===== config.mk =====
export PLATFORM = sky130hd
export DESIGN_NAME = bsr_shift_reg
export DESIGN_NICKNAME = d
export VERILOG_FILES = /design/src/rtl/bsr_stage_mem.v /design/src/rtl/bsr_shift_reg.v
export VERILOG_INCLUDE_DIRS = /design/src /design/src/inc
export SDC_FILE = /design/constraint.sdc
export NUM_CORES = 1
export LEC_CHECK = 0
export ABC_AREA = 1
export BUFFER_PORTS_ARGS = -buffer_cell sky130_fd_sc_hd__buf_2
export CORE_MARGIN = 8
export CORE_UTILIZATION = 46
export DETAILED_ROUTE_END_ITERATION = 16
export HOLD_SLACK_MARGIN = 0.05
export PLACE_DENSITY = 0.66
export REMOVE_ABC_BUFFERS = 1
export SLEW_MARGIN = 40
export SYNTH_ARGS = -nofsm -noshare
export SYNTH_HDL_FRONTEND = slang
export SYNTH_HIERARCHICAL = 1
export SYNTH_SLANG_ARGS = --single-unit

===== constraint.sdc =====
create_clock -name mclk_in -period 2.3 [get_ports mclk_in]
set_input_delay 0.115 -clock mclk_in [delete_from_list [all_inputs] [get_ports mclk_in]]
set_output_delay 0.115 -clock mclk_in [all_outputs]
set_load 0.02 [all_outputs]

===== src/inc/bsr_defs.vh =====
`ifndef BSR_DEFS_VH
`define BSR_DEFS_VH
// ****************************************
// Register offsets (byte addresses)
// ****************************************
`define BSR_OFF_CTRL   4'h0
`define BSR_OFF_STAGES 4'h4
`define BSR_OFF_STAT   4'h8
// ****************************************
// Control register fields
// ****************************************
`define BSR_CTRL_SEL_LO 0
`define BSR_CTRL_SEL_HI 2
`define BSR_CTRL_IDX_LO 4
`define BSR_CTRL_IDX_HI 5
`define BSR_CTRL_RET    8
`define BSR_CTRL_RST    32'h0000_0000
// ****************************************
// Bus answers
// ****************************************
`define BSR_RESP_OKAY   2'h0
`define BSR_RESP_SLVERR 2'h2
`endif


===== src/rtl/bsr_stage_mem.v =====
`timescale 1ns/10ps
// ****************************************
// Stage storage: one eight-bit word per register instance
// ****************************************
module bsr_stage_mem #(
  parameter NUM_REGS = 4,
  parameter IDX_W    = 2,
  parameter STAGES   = 8
) (
  // Clock
  input  wire              mclk_in,
  // Write port
  input  wire              wr_en_in,
  input  wire [IDX_W-1:0]  wr_idx_in,
  input  wire [STAGES-1:0] wr_data_in,
  // Read port, registered
  input  wire [IDX_W-1:0]  rd_idx_in,
  output reg  [STAGES-1:0] rd_data_out
);
  // Storage; no reset so contents survive a logic reset
  reg [STAGES-1:0] mem [0:NUM_REGS-1];

  // Write and registered read
  always @(posedge mclk_in) begin
    if (wr_en_in) begin
      mem[wr_idx_in] <= wr_data_in;
    end
    rd_data_out <= mem[rd_idx_in];
  end
endmodule


===== src/rtl/bsr_shift_reg.v =====
`timescale 1ns/10ps
`include "bsr_defs.vh"
// Functional notes
// - Trigger rising edge samples and shifts once
// - Trigger falling edge changes nothing
// - Direction 0: input enters stage 1
// - Direction 1: input enters stage 8
// - Output shows configured selected stage
// - Retentive: stages survive a logic reset
// - Non-retentive: stages cleared after restart
// - Index selects which register instance
// - Four independent instances, eight stages
module bsr_shift_reg #(
  parameter NUM_REGS = 4,
  parameter IDX_W    = 2,
  parameter STAGES   = 8
) (
  // Clock and reset
  input  wire        mclk_in,
  input  wire        rst_n_in,
  // Logic-side pins
  input  wire        shift_trg_in,
  input  wire        shift_dir_in,
  input  wire        serial_in,
  output reg         stage_bit_out,
  input  wire        stage_ready_in,
  output wire        stage_valid_out,
  output wire [7:0]  stage_word_out,
  // AXI4-Lite write address
  input  wire        s_axi_awvalid_in,
  output wire        s_axi_awready_out,
  input  wire [3:0]  s_axi_awaddr_in,
  // AXI4-Lite write data
  input  wire        s_axi_wvalid_in,
  output wire        s_axi_wready_out,
  input  wire [31:0] s_axi_wdata_in,
  input  wire [3:0]  s_axi_wstrb_in,
  // AXI4-Lite write response
  output reg         s_axi_bvalid_out,
  input  wire        s_axi_bready_in,
  output reg  [1:0]  s_axi_bresp_out,
  // AXI4-Lite read address
  input  wire        s_axi_arvalid_in,
  output wire        s_axi_arready_out,
  input  wire [3:0]  s_axi_araddr_in,
  // AXI4-Lite read data
  output reg         s_axi_rvalid_out,
  input  wire        s_axi_rready_in,
  output reg  [31:0] s_axi_rdata_out,
  output reg  [1:0]  s_axi_rresp_out
);
  // ****************************************
  // Control state
  // ****************************************
  reg  [31:0]       ctrl;          // Select, index, retentive
  reg               trg_prev;      // Trigger sample of last cycle
  reg               boot_done;     // Cleared at every reset
  reg               clr_busy;      // Clearing all instances
  reg  [IDX_W-1:0]  clr_idx;       // Instance being cleared
  reg               aw_held;       // Write address captured
  reg               w_held;        // Write data captured
  reg  [3:0]        aw_addr;       // Captured write address
  reg  [31:0]       w_data;        // Captured write data
  reg  [3:0]        w_strb;        // Captured strobes
  reg  [STAGES-1:0] shadow;        // Live copy of selected instance
  reg               pend;          // Pending shift from a trigger rising edge
  reg               pend_in;       // Input captured at pending edge
  reg               pend_dir;      // Direction captured at pending edge
  reg               loaded;        // Shadow matches memory read data
  reg  [IDX_W-1:0]  idx_q;         // Instance index of the last cycle
  reg               ret_keep;      // Retentive bit as it stood before reset

  wire [2:0]        sel   = ctrl[`BSR_CTRL_SEL_HI:`BSR_CTRL_SEL_LO];
  wire [IDX_W-1:0]  idx   = ctrl[`BSR_CTRL_IDX_HI:`BSR_CTRL_IDX_LO];
  wire              ret   = ctrl[`BSR_CTRL_RET];
  wire [STAGES-1:0] rd_word;

  // ****************************************
  // Trigger edge detection
  // ****************************************
  // Rising edge only; a falling edge leaves everything alone
  wire trg_rise = shift_trg_in & ~trg_prev;
  always @(posedge mclk_in) begin
    if (!rst_n_in) begin
      trg_prev <= 1'b0;
    end else begin
      trg_prev <= shift_trg_in;
    end
  end

  // ****************************************
  // Output buffer back-pressure
  // ****************************************
  wire buf_in_ready;
  // A shift is only made when the two-entry buffer can take the new word,
  // so a stalled receiver loses nothing; the edge is held as pending.
  // No shift in the cycle in which an index change lands: the shadow still
  // holds the old instance there and would be written into the new one.
  wire do_shift = loaded & ~clr_busy & pend & buf_in_ready & (idx == idx_q);

  // Next stage word from the captured input and direction
  reg [STAGES-1:0] next_word;
  always @* begin
    if (pend_dir) begin
      next_word = {pend_in, shadow[STAGES-1:1]};
    end else begin
      next_word = {shadow[STAGES-2:0], pend_in};
    end
  end

  // ****************************************
  // Power-up clearing and stage update
  // ****************************************
  // Reset marks a restart; with the retentive bit clear all instances are cleared,
  // with it set they keep memory because the memory itself has no reset.
  always @(posedge mclk_in) begin
    if (!rst_n_in) begin
      boot_done <= 1'b0;
      clr_busy  <= 1'b0;
      clr_idx   <= {IDX_W{1'b0}};
      pend      <= 1'b0;
      pend_in   <= 1'b0;
      pend_dir  <= 1'b0;
      loaded    <= 1'b0;
      shadow    <= {STAGES{1'b0}};
      idx_q     <= {IDX_W{1'b0}};
    end else begin
      idx_q    <= idx;
      ret_keep <= ret;
      if (!boot_done) begin
        boot_done <= 1'b1;
        // Reset clears the control word, so the choice uses the bit kept
        // from before reset; a cold flop of unknown value clears the stages
        if (ret_keep) begin
          clr_busy <= 1'b0;
        end else begin
          clr_busy <= 1'b1;
        end
      end else if (clr_busy) begin
        clr_idx <= clr_idx + 1'b1;
        if (clr_idx == NUM_REGS - 1) begin
          clr_busy <= 1'b0;
        end
      end
      // Catch a trigger edge; one shift at most per edge
      if (trg_rise && !pend) begin
        pend     <= 1'b1;
        pend_in  <= serial_in;
        pend_dir <= shift_dir_in;
      end else if (do_shift) begin
        pend <= 1'b0;
      end
      // Reload the shadow when the instance changes
      if (!boot_done || clr_busy || idx != idx_q) begin
        loaded <= 1'b0;
      end else if (!loaded) begin
        loaded <= 1'b1;
        shadow <= rd_word;
      end else if (do_shift) begin
        shadow <= next_word;
      end
    end
  end

  wire             mem_we   = clr_busy | do_shift;
  wire [IDX_W-1:0] mem_widx = clr_busy ? clr_idx : idx;
  wire [STAGES-1:0] mem_wd  = clr_busy ? {STAGES{1'b0}} : next_word;

  bsr_stage_mem #(
    .NUM_REGS (NUM_REGS),
    .IDX_W    (IDX_W),
    .STAGES   (STAGES)
  ) u_mem (
    .mclk_in     (mclk_in),
    .wr_en_in    (mem_we),
    .wr_idx_in   (mem_widx),
    .wr_data_in  (mem_wd),
    .rd_idx_in   (idx),
    .rd_data_out (rd_word)
  );

  // ****************************************
  // Selected stage output
  // ****************************************
  always @(posedge mclk_in) begin
    if (!rst_n_in) begin
      stage_bit_out <= 1'b0;
    end else begin
      stage_bit_out <= shadow[sel];
    end
  end

  // ****************************************
  // Two-entry output buffer
  // ****************************************
  reg [7:0] buf0;
  reg [7:0] buf1;
  reg [1:0] buf_cnt;
  assign buf_in_ready    = (buf_cnt != 2'h2);
  assign stage_valid_out = (buf_cnt != 2'h0);
  assign stage_word_out  = buf0;
  wire buf_pop = stage_valid_out & stage_ready_in;
  always @(posedge mclk_in) begin
    if (!rst_n_in) begin
      buf0    <= 8'h00;
      buf1    <= 8'h00;
      buf_cnt <= 2'h0;
    end else begin
      case ({do_shift, buf_pop})
        2'b10: begin
          if (buf_cnt == 2'h0) begin
            buf0 <= next_word;
          end else begin
            buf1 <= next_word;
          end
          buf_cnt <= buf_cnt + 2'h1;
        end
        2'b01: begin
          buf0    <= buf1;
          buf_cnt <= buf_cnt - 2'h1;
        end
        2'b11: begin
          if (buf_cnt == 2'h1) begin
            buf0 <= next_word;
          end else begin
            buf0 <= buf1;
            buf1 <= next_word;
          end
        end
        default: begin
          buf_cnt <= buf_cnt;
        end
      endcase
    end
  end

  // ****************************************
  // AXI4-Lite write path
  // ****************************************
  assign s_axi_awready_out = ~aw_held & ~s_axi_bvalid_out;
  assign s_axi_wready_out  = ~w_held & ~s_axi_bvalid_out;
  always @(posedge mclk_in) begin
    if (!rst_n_in) begin
      aw_held          <= 1'b0;
      w_held           <= 1'b0;
      aw_addr          <= 4'h0;
      w_data           <= 32'h0000_0000;
      w_strb           <= 4'h0;
      ctrl             <= `BSR_CTRL_RST;
      s_axi_bvalid_out <= 1'b0;
      s_axi_bresp_out  <= `BSR_RESP_OKAY;
    end else begin
      if (s_axi_awvalid_in && s_axi_awready_out) begin
        aw_held <= 1'b1;
        aw_addr <= s_axi_awaddr_in;
      end
      if (s_axi_wvalid_in && s_axi_wready_out) begin
        w_held <= 1'b1;
        w_data <= s_axi_wdata_in;
        w_strb <= s_axi_wstrb_in;
      end
      if (aw_held && w_held) begin
        aw_held          <= 1'b0;
        w_held           <= 1'b0;
        s_axi_bvalid_out <= 1'b1;
        if (aw_addr == `BSR_OFF_CTRL) begin
          if (w_strb[0]) ctrl[7:0]  <= {2'h0, w_data[5:4], 1'b0, w_data[2:0]};
          if (w_strb[1]) ctrl[15:8] <= {7'h00, w_data[8]};
          s_axi_bresp_out <= `BSR_RESP_OKAY;
        end else if (aw_addr == `BSR_OFF_STAGES || aw_addr == `BSR_OFF_STAT) begin
          s_axi_bresp_out <= `BSR_RESP_OKAY;
        end else begin
          s_axi_bresp_out <= `BSR_RESP_SLVERR;
        end
      end else if (s_axi_bvalid_out && s_axi_bready_in) begin
        s_axi_bvalid_out <= 1'b0;
      end
    end
  end

  // ****************************************
  // AXI4-Lite read path
  // ****************************************
  assign s_axi_arready_out = ~s_axi_rvalid_out;
  always @(posedge mclk_in) begin
    if (!rst_n_in) begin
      s_axi_rvalid_out <= 1'b0;
      s_axi_rdata_out  <= 32'h0000_0000;
      s_axi_rresp_out  <= `BSR_RESP_OKAY;
    end else if (s_axi_arvalid_in && s_axi_arready_out) begin
      s_axi_rvalid_out <= 1'b1;
      s_axi_rresp_out  <= `BSR_RESP_OKAY;
      case (s_axi_araddr_in)
        `BSR_OFF_CTRL:   s_axi_rdata_out <= ctrl;
        `BSR_OFF_STAGES: s_axi_rdata_out <= {24'h000000, shadow};
        `BSR_OFF_STAT:   s_axi_rdata_out <= {26'h0000000, buf_cnt, clr_busy,
                                             loaded, pend, stage_bit_out};
        default: begin
          s_axi_rdata_out <= 32'h0000_0000;
          s_axi_rresp_out <= `BSR_RESP_SLVERR;
        end
      endcase
    end else if (s_axi_rvalid_out && s_axi_rready_in) begin
      s_axi_rvalid_out <= 1'b0;
    end
  end
endmodule


Word level (Yosys, flattened, before mapping)
Memories as Yosys holds them, arrays and structs flattened. A register that Yosys moved wholly into a read port is not among the register bits.
Cells that the tools add are included.
{ "op_classes": {"n_reduce_logical": 30, "n_eq_ne": 16, "magnitude_cmp": 1, "bitwise_logic": 17, "addsub": 3, "n_mux": 32} }
{ "ops": {"columns": ["operator", "count"], "rows": [
  ["$mux 8", 8],
  ["$pmux 9 s3", 1],
  ["$pmux 8 s3", 1],
  ["$pmux 8 s2", 1],
  ["$mux 1", 15],
  ["$reduce_bool 2->1", 6],
  ["$reduce_and 3->1", 3],
  ["$and 1x1->1", 8],
  ["$eq 4x3->1 const B", 2],
  ["$eq 4x4->1 const B", 2],
  ["$logic_not 4->1", 2],
  ["$mux 2", 4],
  ["$ne 2x2->1 const B", 4],
  ["$not 1->1", 8],
  ["$logic_and 1x1->1", 7],
  ["$eq 2x2->1 const B", 3],
  ["$reduce_and 2->1", 3],
  ["$add 2x1->2 const B", 2],
  ["$eq 2x1->1 const B", 2],
  ["$lt 3x4->1 const B", 1],
  ["$pmux 2 s2", 1],
  ["$bmux 1 s3", 1],
  ["$logic_or 1x1->1", 3],
  ["$reduce_bool 3->1", 1],
  ["9 further kinds", 10]
]} }
{ "totals": {"memories": 1, "out_inout_bits": 51, "inputBits": 55, "register_bits": 100, "ramBits": 32, "wordCells": 127} }
{ "memory_table": {"columns": ["name", "words", "word_bits", "read_ports", "rd_ports_with_merged_regs", "write_ports", "line", "text"], "rows": [
  ["u_mem.mem", 4, 8, 1, 1, 1, "bsr_stage_mem.v:21", "reg [STAGES-1:0] mem [0:NUM_REGS-1];"]
]} }

Longest topological paths before layout
Gate-level depths: netlist (run 1).
{ "logic_depth": {"depth_word": 8, "depth_mapped": 13, "ltp_nobuf": 13} }

Cells and area by module
Netlist (run 1), hierarchy kept.
{ "by_module_without_submodules": {"columns": ["mod", "cells_per_inst", "area_per_inst_um2", "seq_area_each_um2", "n_inst"], "rows": [
  ["bsr_shift_reg", 536, 3723.6, 1451.4, 1],
  ["bsr_stage_mem", 141, 1547.7, 1121.1, 1]
]} }

Least setup slack after synthesis (run 1)
OpenSTA, ideal clock, no wires.
{ "synth_path": {"path_type": "reg-to-reg", "startpoint": "reg buf_cnt[0]", "endpoint": "reg buf1[2]", "period_less_slack_ps": 2151, "arrival_ps": 2019, "path_slack_ps": 149, "setup_ps": 132, "path_buffers": 2, "path_stages_with_launch": 11, "required_ps": 2168, "cell_sequence": "dfxtp_1 inv_1 ha_1 nor2_1 clkinv_1 buf_6 ha_1 o211ai_1 buf_2 or2_1 a21oi_1"} }
{ "synth_between": {"elab_chain_cells": 6, "elab_cells_between_ends": 14, "cone_classes": "eq/ne (6); mux (1); bitwise (3); reduce/logical (4)"} }
{ "synth_rtl": {"columns": ["element", "line", "text"], "rows": [
  ["start: declaration", "bsr_shift_reg.v:198", "reg [1:0] buf_cnt;"],
  ["start signal: assignment", "bsr_shift_reg.v:216", "buf_cnt <= buf_cnt + 2'h1;"],
  ["start signal: assignment", "bsr_shift_reg.v:220", "buf_cnt <= buf_cnt - 2'h1;"],
  ["start signal: assignment", "bsr_shift_reg.v:231", "buf_cnt <= buf_cnt;"],
  ["$ne 2x2->1", "bsr_shift_reg.v:199", "assign buf_in_ready = (buf_cnt != 2'h2);"],
  ["$and 1x1->1 (2 in series)", "bsr_shift_reg.v:99", "wire do_shift = loaded & ~clr_busy & pend & buf_in_ready & (idx == idx_q);"],
  ["$eq 2x2->1", "bsr_shift_reg.v:209", "case ({do_shift, buf_pop})"],
  ["$ne 2x2->1 (no source line) / $reduce_bool 2->1 (equally long branches)", null, null],
  ["$reduce_and 3->1 (no source line)", null, null],
  ["end signal: assignment", "bsr_shift_reg.v:214", "buf1 <= next_word;"],
  ["end signal: assignment", "bsr_shift_reg.v:227", "buf1 <= next_word;"],
  ["end: declaration", "bsr_shift_reg.v:197", "reg [7:0] buf1;"]
]} }
Several ways; a longest one is shown, not always the timed one.
A chain may end at the register's enable or synchronous reset.

Final worst setup path (run 1)
{ "layout_path": {"startpoint": "reg ctrl[5]", "endpoint": "reg buf1[2]"} }
{ "layout_between": {"elab_chain_cells": 5, "elab_cells_between_ends": 9, "cone_classes": "eq/ne (5); mux (1); bitwise (1); reduce/logical (2)"} }
{ "layout_rtl": {"columns": ["element", "line", "text"], "rows": [
  ["start: declaration", "bsr_shift_reg.v:55", "reg [31:0] ctrl;"],
  ["start signal: assignment", "bsr_shift_reg.v:249", "ctrl <= `BSR_CTRL_RST;"],
  ["start signal: assignment", "bsr_shift_reg.v:267", "if (w_strb[0]) ctrl[7:0] <= {2'h0, w_data[5:4], 1'b0, w_data[2:0]};"],
  ["$eq 2x2->1 *", "bsr_shift_reg.v:99", null],
  ["$and 1x1->1 *", "bsr_shift_reg.v:99", null],
  ["$eq 2x2->1", "bsr_shift_reg.v:209", null],
  ["$ne 2x2->1 (no source line) / $reduce_bool 2->1 (equally long branches)", null, null],
  ["$reduce_and 3->1 (no source line)", null, null]
]} }
Every way passes the cells marked *; elsewhere a longest branch is shown, timed or not.

==> results of run 1 <==
## logic make-up (layout without fill, tap and decap cells)
group | count (synthesis) | in the layout | synth area share (%)
compound gates | 96 | 96 | 9.35
xor+xnor | 2 | 2 | 0.332
fa+ha+maj | 9 | 9 | 2.14
buf+inv | 148 | 194 | 13.8
flops | 112 | 112 | 48.8
other cells | 1 | 25 | 0.0711
simple gates | 309 | 309 | 25.5
## sequential cells by signal, summed over array words and instances, names as in the netlist, 4 cells and up
signal,cells
u_mem/mem,32
buf1,8
w_data,6
stage_word_out,8
aw_addr,4
u_mem/rd_data_out,8
shadow,8
s_axi_rdata_out,9
ctrl,6
## cell usage in the layout, fill, tap and decap left out, types with 3 or more instances in the layout
| cell | instances |
|---|---|
| nand2_1 | 151 |
| inv_1 | 92 |
| dfxtp_1 | 79 |
| nor2_1 | 74 |
| buf_2 | 53 |
| o21ai_0 | 45 |
| a21oi_1 | 43 |
| nand3_1 | 40 |
| edfxtp_1 | 33 |
| conb_1 | 25 |
| nand4_1 | 16 |
| dlygate4sd3_1 | 14 |
| buf_4 | 13 |
| clkbuf_16 | 9 |
| ha_1 | 8 |
| or2_1 | 7 |
| nor3_1 | 6 |
| inv_2 | 4 |
| nand2_2 | 4 |
| nor2_4 | 3 |
| nand3_2 | 3 |
## layout make-up
| type | count | share of cell area [%] |
|---|---|---|
| Sequential cell | 112 | 43.0 |
| Multi-Input combinational cell | 441 | 34.8 |
| Timing Repair Buffer | 80 | 8.40 |
| Inverter | 98 | 6.19 |
| Clock buffer | 9 | 3.76 |
| Tap cell | 143 | 2.99 |
| Clock inverter | 7 | 0.940 |
## repair_timing
action | 4_1_cts | 5_1_grt
hold buffers | 14 | 0
endpoints found under the hold margin | 14 | 0
gates resized for setup | 0 | 9
setup endpoints to repair | 0 | 16
## worst reg2reg max path, delay by kind of cell, from the launching register on
kind,cells,cell delay (ns)
buffers and inverters,3,0.41
DFF,1,0.48
adders and majority gates,1,0.19
and+or+nand+nor,6,0.71
AOI/OAI and AO/OA,2,0.20
## stage by stage
stage               instances  cell area [um^2]  TNS (ns)  util [%]  setup WS (ns)
global route              890              5990         0      52.9         0.0205
floorplan                 651              5000     -4.82         -         -0.603
detailed placement        859              5540         0      48.9         0.0597
finish                    890              5990         0      52.9          0.189
global placement          859              5540         0      48.9          0.203
CTS                       889              5960         0      52.7        0.00840
## layer usage
| metal | up-vias | global-route usage [%] | routed length, um |
|---|---|---|---|
| li1 | 2234 | - | - |
| met5 | - | 0 | 0 |
| met2 | 112 | 26.4 | 5530 |
| met4 | 0 | 5.27 | 197 |
| met3 | 14 | 3.79 | 695 |
| met1 | 1960 | 18.9 | 5290 |
## worst min path at each step
stage | to | slack, ns | from
after global routing | w_data[8] | 0.08 | s_axi_wdata_in[8]
after global placement | trg_prev | 0.33 | shift_trg_in
after CTS | w_data[8] | 0.05 | s_axi_wdata_in[8]
after detailed placement | trg_prev | 0.34 | shift_trg_in
final | w_data[8] | 0.05 | s_axi_wdata_in[8]
after floorplan | boot_done | 0.14 | rst_n_in
## power groups by stage
stage          registers [mW]  logic [mW]  clock network, mW
6_report                 2.24       0.785               1.48
5_1_grt                  2.25       0.882               1.59
4_1_cts                  2.24       0.770               1.52
3_5_place_dp             2.28       0.745                  0
3_3_place_gp             2.28       0.724                  0
2_1_floorplan            2.31       0.463                  0
==> flow_metrics.env, run 1 <==
export IMPL_ant_nets=0
export IMPL_place_gp_congestion=0.850
export IMPL_regArea_mm2=0.00257
export IMPL_maxCapViolCount=0
export IMPL_dieArea_mm2=0.0151
export IMPL_detail_route_wl_per_cell_um=13.2
export IMPL_die_w_um=123
export IMPL_portBuffers=52
export IMPL_p_per_area_mw_per_mm2=752
export IMPL_critical_path_class="flop to flop"
export IMPL_dieHeight_um=123
export IMPL_start_util_pct=46.6
export IMPL_synth_edf_count=33
export IMPL_hold_class="primary input to flop"
export IMPL_overflow=0
export IMPL_cts_tree="done"
export IMPL_ys_top_cells_by_area="dfxtp_1, edfxtp_1, nand2_1"
export IMPL_diodes=0
export IMPL_htreeDepth=3
export IMPL_grt_first_pass_wirelength_mm=18.8
export IMPL_dr_pass1_iters=5
export IMPL_clk_path_buf_depth=2
export IMPL_max_vdd_ir_drop_mv=0.396
export IMPL_swShare_pct=29.5
export IMPL_p_switching_mw=1.33
export IMPL_combPwrFrac_pct=17.5
export IMPL_yosys_top_cells_count="nand2_1, inv_1, dfxtp_1, nor2_1, o21ai_0"
export IMPL_final_nets=806
export IMPL_required_ns=2.50
export IMPL_end_kind="flop"
export IMPL_drive_gt1_share_pct=13.5
export IMPL_core_area_mm2=0.0113
export IMPL_critPathArrivalTime_ns=2.31
export IMPL_area_growth_syn_to_layout_pct=13.6
export IMPL_cp_max_fo=8
export IMPL_start_kind="flop"
export IMPL_synth_area_mm2=0.00527
export IMPL_multi_input_area_mm2=0.00208
export IMPL_outcome="complete, no violations"
export IMPL_r2r_cells=12
export IMPL_clk_latency_ns=0.35
export IMPL_ys_types=36
export IMPL_cts_root_buffer="clkbuf_16"
export IMPL_yosysSeqAreaShare_pct=48.8
export IMPL_leakagePower_nw=2.77
export IMPL_synth_async_sr_flop_share_pct=0
export IMPL_postCtsSetupBuffers=0
export IMPL_ioPinCount=106
export IMPL_antenna_found_initial=0
export IMPL_crit_cells=12
export IMPL_yosysWarnings=6
export IMPL_seqPwrFrac_pct=49.7
export IMPL_synth_main_ff_cell="dfxtp_1"
export IMPL_routed_via_density=4.85
export IMPL_syn_avg_cell_area_um2=7.79
export IMPL_worst_pin_slew_ns=0.793
export IMPL_p_int_mw=3.17
export IMPL_r2r_setup_slack_ns=0.19
export IMPL_num_fill_cells=1117
export IMPL_grt_pass1_vias=4075
export IMPL_endpoint="buf1[2]"
export IMPL_r2r_start="ctrl[5]"
export IMPL_totalWireLength_mm=11.7
export IMPL_max_stage_delay_ns=0.48
export IMPL_synth_most_common_cell="nand2_1"
export IMPL_setup_viol=0
export IMPL_rsz0062_at_grt="false"
export IMPL_ys_ff_latch=112
export IMPL_path_clk_slew_ns=0.08
export IMPL_cp_cell_sequence="inv_2 -> nand2_2 -> nand2_2 -> nor2_4 -> nand2_2 -> inv_2 -> ha_1 -> nand2_1 -> o211ai_1 -> buf_2 -> or2_1 -> a21oi_1"
export IMPL_fin_crit_sh_pct=91.8
export IMPL_fin_crit_ns=2.11
export IMPL_grt_max_degree=50
export IMPL_vias=4320
export IMPL_timing_rr_end="buf1[2]"
export IMPL_timing_slew_headroom_pct=47.1
export IMPL_hpwl_mm=8.30
export IMPL_syn_inst=677
export IMPL_max_freq_mhz=474
export IMPL_rows=39
export IMPL_grt_usage_pct=15.5
export IMPL_yosys_area_top_type="dfxtp_1"
export IMPL_fin_hold_ws_ns=0.0542
export IMPL_min_path_cells=3
export IMPL_crit_top_cell="nand2_2"
export IMPL_cts_sinks=112
export IMPL_total_power_mw=4.50
export IMPL_fin_skew_ns=0.00790
export IMPL_finalHoldViolations=0
export IMPL_crit_family="simple AND/OR/NAND/NOR gates"
export IMPL_cpMaxStageDelayCell="dfxtp_1"
export IMPL_synth_top_area_share_pct=30.0
export IMPL_cts_inserted_buffers=9
export IMPL_pwr_share_clk_pct=32.8
export IMPL_finalMaxSlewViolations=0
export IMPL_drc=0
export IMPL_crit_start="ctrl[5]"
export IMPL_drtIter0Drc=234
export IMPL_path_buf_inv=3
No activity file was read; power rests on OpenSTA's default activity.
==> run 2: changes to the inputs <==
Settings changed: SYNTH_HIERARCHICAL 1 to not set.
==> flow_metrics.env, run 2 <==
export IMPL_outcome="complete, no violations"
export IMPL_finalMaxSlewViolations=0
export IMPL_wl_met2_mm=5.35
export IMPL_hold_class="primary input to flop"
export IMPL_grt_pass1_vias=3882
export IMPL_drive_gt1_share_pct=14.3
export IMPL_routed_via_density=4.88
export IMPL_grt_first_pass_wirelength_mm=18.5
export IMPL_area_growth_syn_to_layout_pct=14.5
export IMPL_final_area_mm2=0.00580
export IMPL_largest_register_ffs=32
export IMPL_final_nets=764
export IMPL_max_vdd_ir_drop_mv=0.482
export IMPL_cts_inserted_buffers=9
export IMPL_maxUsedRoutingLayer="met4"
export IMPL_htreeDepth=3
export IMPL_wl_met3_um=529
export IMPL_start_util_pct=47.0
export IMPL_yosys_top_cells_count="nand2_1, nor2_1, dfxtp_1, o21ai_0, inv_1"
export IMPL_cts_tree="done"
export IMPL_fin_skew_ns=0.0191
export IMPL_fin_crit_sh_pct=90.2
export IMPL_overflow=0
export IMPL_syn_avg_cell_area_um2=8.08
export IMPL_finalHoldViolations=0
export IMPL_portBuffers=52
export IMPL_ys_top_cells_by_area="dfxtp_1, edfxtp_1, nand2_1"
export IMPL_mostFrequentLayoutCells="nand2_1, nor2_1, dfxtp_1"
export IMPL_ys_types=34
export IMPL_start_kind="flop"
export IMPL_required_ns=2.59
export IMPL_grt_max_degree=43
export IMPL_grt_usage_pct=15.4
export IMPL_num_fill_cells=994
export IMPL_synth_async_sr_flop_share_pct=0
export IMPL_maxCapViolCount=0
export IMPL_max_stage_delay_ns=0.40
export IMPL_dp_slack_ns=0.0461
export IMPL_drt_met1_wl_mm=5.08
export IMPL_synth_area_mm2=0.00507
export IMPL_max_freq_mhz=482
export IMPL_layout_commonest_cell="nand2_1"
export IMPL_yosys_area_top_type="dfxtp_1"
export IMPL_reg_top3="u_mem.mem: 32 flops, s_axi_rdata_out: 9 flops"
export IMPL_totalWireLength_mm=11.1
export IMPL_cp_max_fo=16
export IMPL_die_w_um=121
export IMPL_synth_main_ff_cell="dfxtp_1"
export IMPL_drtIter0Drc=242
export IMPL_timing_slew_headroom_pct=65.3
export IMPL_place_gp_congestion=0.802
export IMPL_vias=4127
export IMPL_yosysWarnings=0
export IMPL_path_clk_slew_ns=0.10
export IMPL_clk_latency_ns=0.37
export IMPL_dieArea_mm2=0.0146
export IMPL_worst_pin_slew_ns=0.519
export IMPL_multi_input_area_mm2=0.00203
export IMPL_setup_viol=0
export IMPL_dieHeight_um=121
export IMPL_regMostFlops="u_mem.mem"
export IMPL_antenna_found_initial=0
export IMPL_drc=0
export IMPL_critPathArrivalTime_ns=2.37
export IMPL_postCtsSetupBuffers=0
export IMPL_synth_edf_count=33
export IMPL_core_area_mm2=0.0108
export IMPL_crit_top_cell="ha_1"
export IMPL_critical_path_class="flop to flop"
export IMPL_detail_route_wl_per_cell_um=13.1
export IMPL_ant_nets=0
export IMPL_cts_sinks=112
export IMPL_diodes=0
export IMPL_end_kind="flop"
export IMPL_setup_slack_ns=0.226
export IMPL_synth_most_common_cell="nand2_1"
export IMPL_cp_cell_sequence="inv_1 -> ha_1 -> nor2_2 -> clkinv_1 -> ha_1 -> nand2_1 -> o211ai_1 -> buf_4 -> or2_2 -> a21oi_1"
export IMPL_leakagePower_nw=2.55
export IMPL_fin_crit_ns=2.07
export IMPL_p_per_area_mw_per_mm2=716
export IMPL_ys_ff_latch=112
export IMPL_cpMaxStageDelayCell="dfxtp_1"
export IMPL_clk_path_buf_depth=2
export IMPL_regArea_mm2=0.00257
export IMPL_dpl_instance_area_mm2=0.00540
export IMPL_synth_top_area_share_pct=31.2
export IMPL_rsz0062_at_grt="false"
export IMPL_dr_pass1_iters=5
export IMPL_cts_root_buffer="clkbuf_8"
export IMPL_syn_inst=627
export IMPL_ioPinCount=106
export IMPL_rows=38
export IMPL_hpwl_mm=8.02
export IMPL_yosysSeqAreaShare_pct=50.8
## run 2: cell count changes after synthesis, moves of 3 or more
cell     change
buf_6        -3
inv_1       -33
nand2_1     -46
nand3_1     -16
nor2_1      +17
o21ai_0     +18
o21ai_1      +4
o22ai_1      +8
or2_1        -3
## run 2: area by class of cell
class,instances,share of cell area (%)
clock inverters,4,0.625
repair buffers,88,9.96
flip-flops and latches,112,44.4
well taps,140,3.02
multi-input cells,422,35.0
clock buffers,12,2.70
inverters,67,4.33
## run 2: path summary, 6_finish.rpt
| kind | startpoint | endpoint | slack (ns) | cells past startpoint |
|---|---|---|---|---|
| hold / removal | rst_n_in | trg_prev | 0.08 | 3 |
| hold reg to reg | buf1[3] | buf1[3] | 0.46 | 2 |
| setup reg to reg | buf_cnt[1] | buf1[2] | 0.23 | 10 |
| setup / recovery | buf_cnt[1] | buf1[2] | 0.23 | 10 |
## run 2: power by group
part	internal (mW)	leakage, nW	switching, mW
Combinational	0.264	1.50	0.515
Clock	0.475	0.0942	0.658
Sequential	2.17	0.959	0.0725
## run 2: kinds of logic after synthesis
logic type	share of synthesized area (%)
fa+ha+maj	2.22
xor+xnor	0.173
flops	50.8
buf+inv	11.2
simple gates	22.7
compound gates	12.8
other cells	0.0740
## run 2: through the flow
step                hold slack, ns  power (mW)  TNS (ns)  std cells  util [%]
global route                0.0788        4.38         0        845      53.8
CTS                         0.0619        4.18         0        845      53.7
floorplan                    0.143        2.78     -7.13        601         -
detailed placement           0.335        3.03         0        810      50.1
global placement             0.323        3.00         0        810      50.1
finish                      0.0847        4.15         0        845      53.8
## run 2: per-layer routing
layer | vias to the layer above | track usage, %
met5 | - | 0
met4 | 0 | 4.76
li1 | 2142 | -
met1 | 1889 | 19.0
met2 | 86 | 26.0
met3 | 10 | 3.58
## run 2: worst max-delay path: cells and delay by family (launching register included)
family	cells	cell delay [ns]
buf+inv	3	0.42
simple gates	3	0.52
flops	1	0.40
compound gates	2	0.19
fa+ha+maj	2	0.45
## run 2: repair_timing
action	4_1_cts	5_1_grt
endpoints found under the hold margin	18	0
gates resized for setup	1	3
endpoints found under the setup margin	2	11
hold buffers	19	0
==> run 3: changes to the inputs <==
Settings changed: PLACE_DENSITY 0.66 to 0.69.
Clock period 2.3 ns to 1.68 ns, I/O delays scaled along.
==> flow_metrics.env, run 3 (synthesis results as in run 2) <==
export IMPL_cts_sinks=112
export IMPL_violations="negative setup slack"
export IMPL_p_per_area_mw_per_mm2=970
export IMPL_grt_util_met2_pct=26.7
export IMPL_regMostFlops="u_mem.mem"
export IMPL_dr_pass1_iters=5
export IMPL_fin_crit_sh_pct=105
export IMPL_cts_tree="done"
export IMPL_ant_nets=0
export IMPL_totalWireLength_mm=12.2
export IMPL_area_growth_syn_to_layout_pct=25.0
export IMPL_regArea_mm2=0.00259
export IMPL_multi_input_area_mm2=0.00228
export IMPL_min_to="aw_addr[2]"
export IMPL_start_util_pct=47.0
export IMPL_fin_crit_ns=1.77
export IMPL_die_w_um=121
export IMPL_antenna_found_initial=0
export IMPL_worst_pin_slew_ns=0.591
export IMPL_mostFrequentLayoutCells="nand2_1, nor2_1, dfxtp_1"
export IMPL_dieHeight_um=121
export IMPL_met1_usage_pct=19.8
export IMPL_leakagePower_nw=2.72
export IMPL_max_freq_mhz=566
export IMPL_clk_latency_ns=0.38
export IMPL_layout_commonest_cell="nand2_1"
export IMPL_reg_top3="u_mem.mem: 32 flops, s_axi_rdata_out: 9 flops"
export IMPL_portBuffers=52
export IMPL_maxCapViolCount=0
export IMPL_finalMaxSlewViolations=0
export IMPL_dpl_instance_area_mm2=0.00554
export IMPL_rsz0062_at_grt="true"
export IMPL_routed_via_density=5.01
export IMPL_grt_usage_pct=15.9
export IMPL_grt_util_met3_pct=3.26
export IMPL_num_fill_cells=926
export IMPL_cts_inserted_buffers=9
export IMPL_setup_viol=16
export IMPL_grt_first_pass_wirelength_mm=19.1
export IMPL_htreeDepth=3
export IMPL_setup_tns_ns=-0.732
export IMPL_hpwl_mm=8.31
export IMPL_timing_rr_end="buf1[5]"
export IMPL_diodes=0
export IMPL_drc=0
export IMPL_largest_register_ffs=32
export IMPL_cts_root_buffer="clkbuf_8"
export IMPL_start_kind="flop"
export IMPL_cp_max_fo=7
export IMPL_critPathArrivalTime_ns=2.06
export IMPL_end_kind="flop"
export IMPL_path_clk_slew_ns=0.11
export IMPL_r2r_setup_slack_ns=-0.09
export IMPL_outcome="finished with violations"
export IMPL_critical_path_class="flop to flop"
export IMPL_overflow=0
export IMPL_place_gp_congestion=0.805
export IMPL_clk_path_buf_depth=2
export IMPL_dp_slack_ns=-0.327
export IMPL_setup_slack_ns=-0.0873
export IMPL_fin_skew_ns=0.0134
export IMPL_dieArea_mm2=0.0146
export IMPL_core_area_mm2=0.0108
export IMPL_final_nets=789
export IMPL_rows=38
export IMPL_grt_pass1_vias=3983
export IMPL_fin_util_pct=58.7
export IMPL_hold_start="s_axi_awvalid_in"
export IMPL_drive_gt1_share_pct=24.4
export IMPL_r2r_start="buf_cnt[1]"
export IMPL_drtIter0Drc=299
export IMPL_finalHoldViolations=0
export IMPL_ioPinCount=106
export IMPL_grt_max_degree=35
export IMPL_hold_class="primary input to flop"
export IMPL_grt_busiest_layer="met2"
export IMPL_r2r_cells=10
export IMPL_fin_hold_ws_ns=0.0785
export IMPL_required_ns=1.98
export IMPL_timing_slew_headroom_pct=60.2
export IMPL_min_path_cells=3
export IMPL_vias=4362
export IMPL_detail_route_wl_per_cell_um=14.1
export IMPL_max_vdd_ir_drop_mv=0.490
export IMPL_final_area_mm2=0.00634
run 3: layout make-up:
class | count | share of cell area, %
multi-input cells | 422 | 36.0
clock inverters | 6 | 1.20
repair buffers | 113 | 12.6
flip-flops and latches | 112 | 40.8
clock buffers | 10 | 2.35
well taps | 140 | 2.76
inverters | 67 | 4.24
run 3: what timing repair did:
action / 4_1_cts / 5_1_grt
gates cloned: 1 / 0
pin swaps: 11 / 33
buffers inserted: 4 / 1
endpoints found under the setup margin: 50 / 70
endpoints found under the hold margin: 19 / 0
hold buffers: 21 / 0
gates resized for setup: 40 / 60
run 3: worst max-delay path by stage:
| stage | endpoint | slack (ns) | from | cells past startpoint |
|---|---|---|---|---|
| 2_1_floorplan | buf1[2] | -1.25 | buf_cnt[0] | 8 |
| 3_3_place_gp | stage_word_out[6] | -0.25 | buf_cnt[0] | 12 |
| 3_5_place_dp | stage_word_out[2] | -0.33 | buf_cnt[0] | 12 |
| 4_1_cts | buf1[2] | -0.08 | ctrl[5] | 13 |
| 5_1_grt | buf1[5] | -0.16 | ctrl[4] | 13 |
| 6_report | buf1[5] | -0.09 | buf_cnt[1] | 10 |
run 3: power breakdown:
group / internal [mW] / leakage (nW) / switching [mW] / total, mW
registers: 2.97 / 0.963 / 0.102 / 3.07
clock network: 0.799 / 0.116 / 0.932 / 1.73
logic: 0.519 / 1.64 / 0.831 / 1.35
run 3: critical path, stage by stage, from the launching register on:
cell,delay (ns)
dfxtp_4,0.38
inv_4,0.06
ha_4,0.13
nor2_4,0.04
buf_6,0.12
ha_4,0.16
nand2_1,0.11
o211ai_1,0.14
buf_4,0.19
or2_1,0.22
a21oi_1,0.14
run 3: metal layers:
layer / vias to the layer above / wire length [um]
met3: 21 / 891
met1: 2016 / 5150
met2: 135 / 5980
li1: 2190 / -
met5: - / 0
met4: 0 / 221
run 3: through the flow:
step	power (mW)	instances
finish	6.15	870
global route	6.45	870
CTS	6.05	869
detailed placement	4.22	828
global placement	4.18	828
floorplan	3.81	601
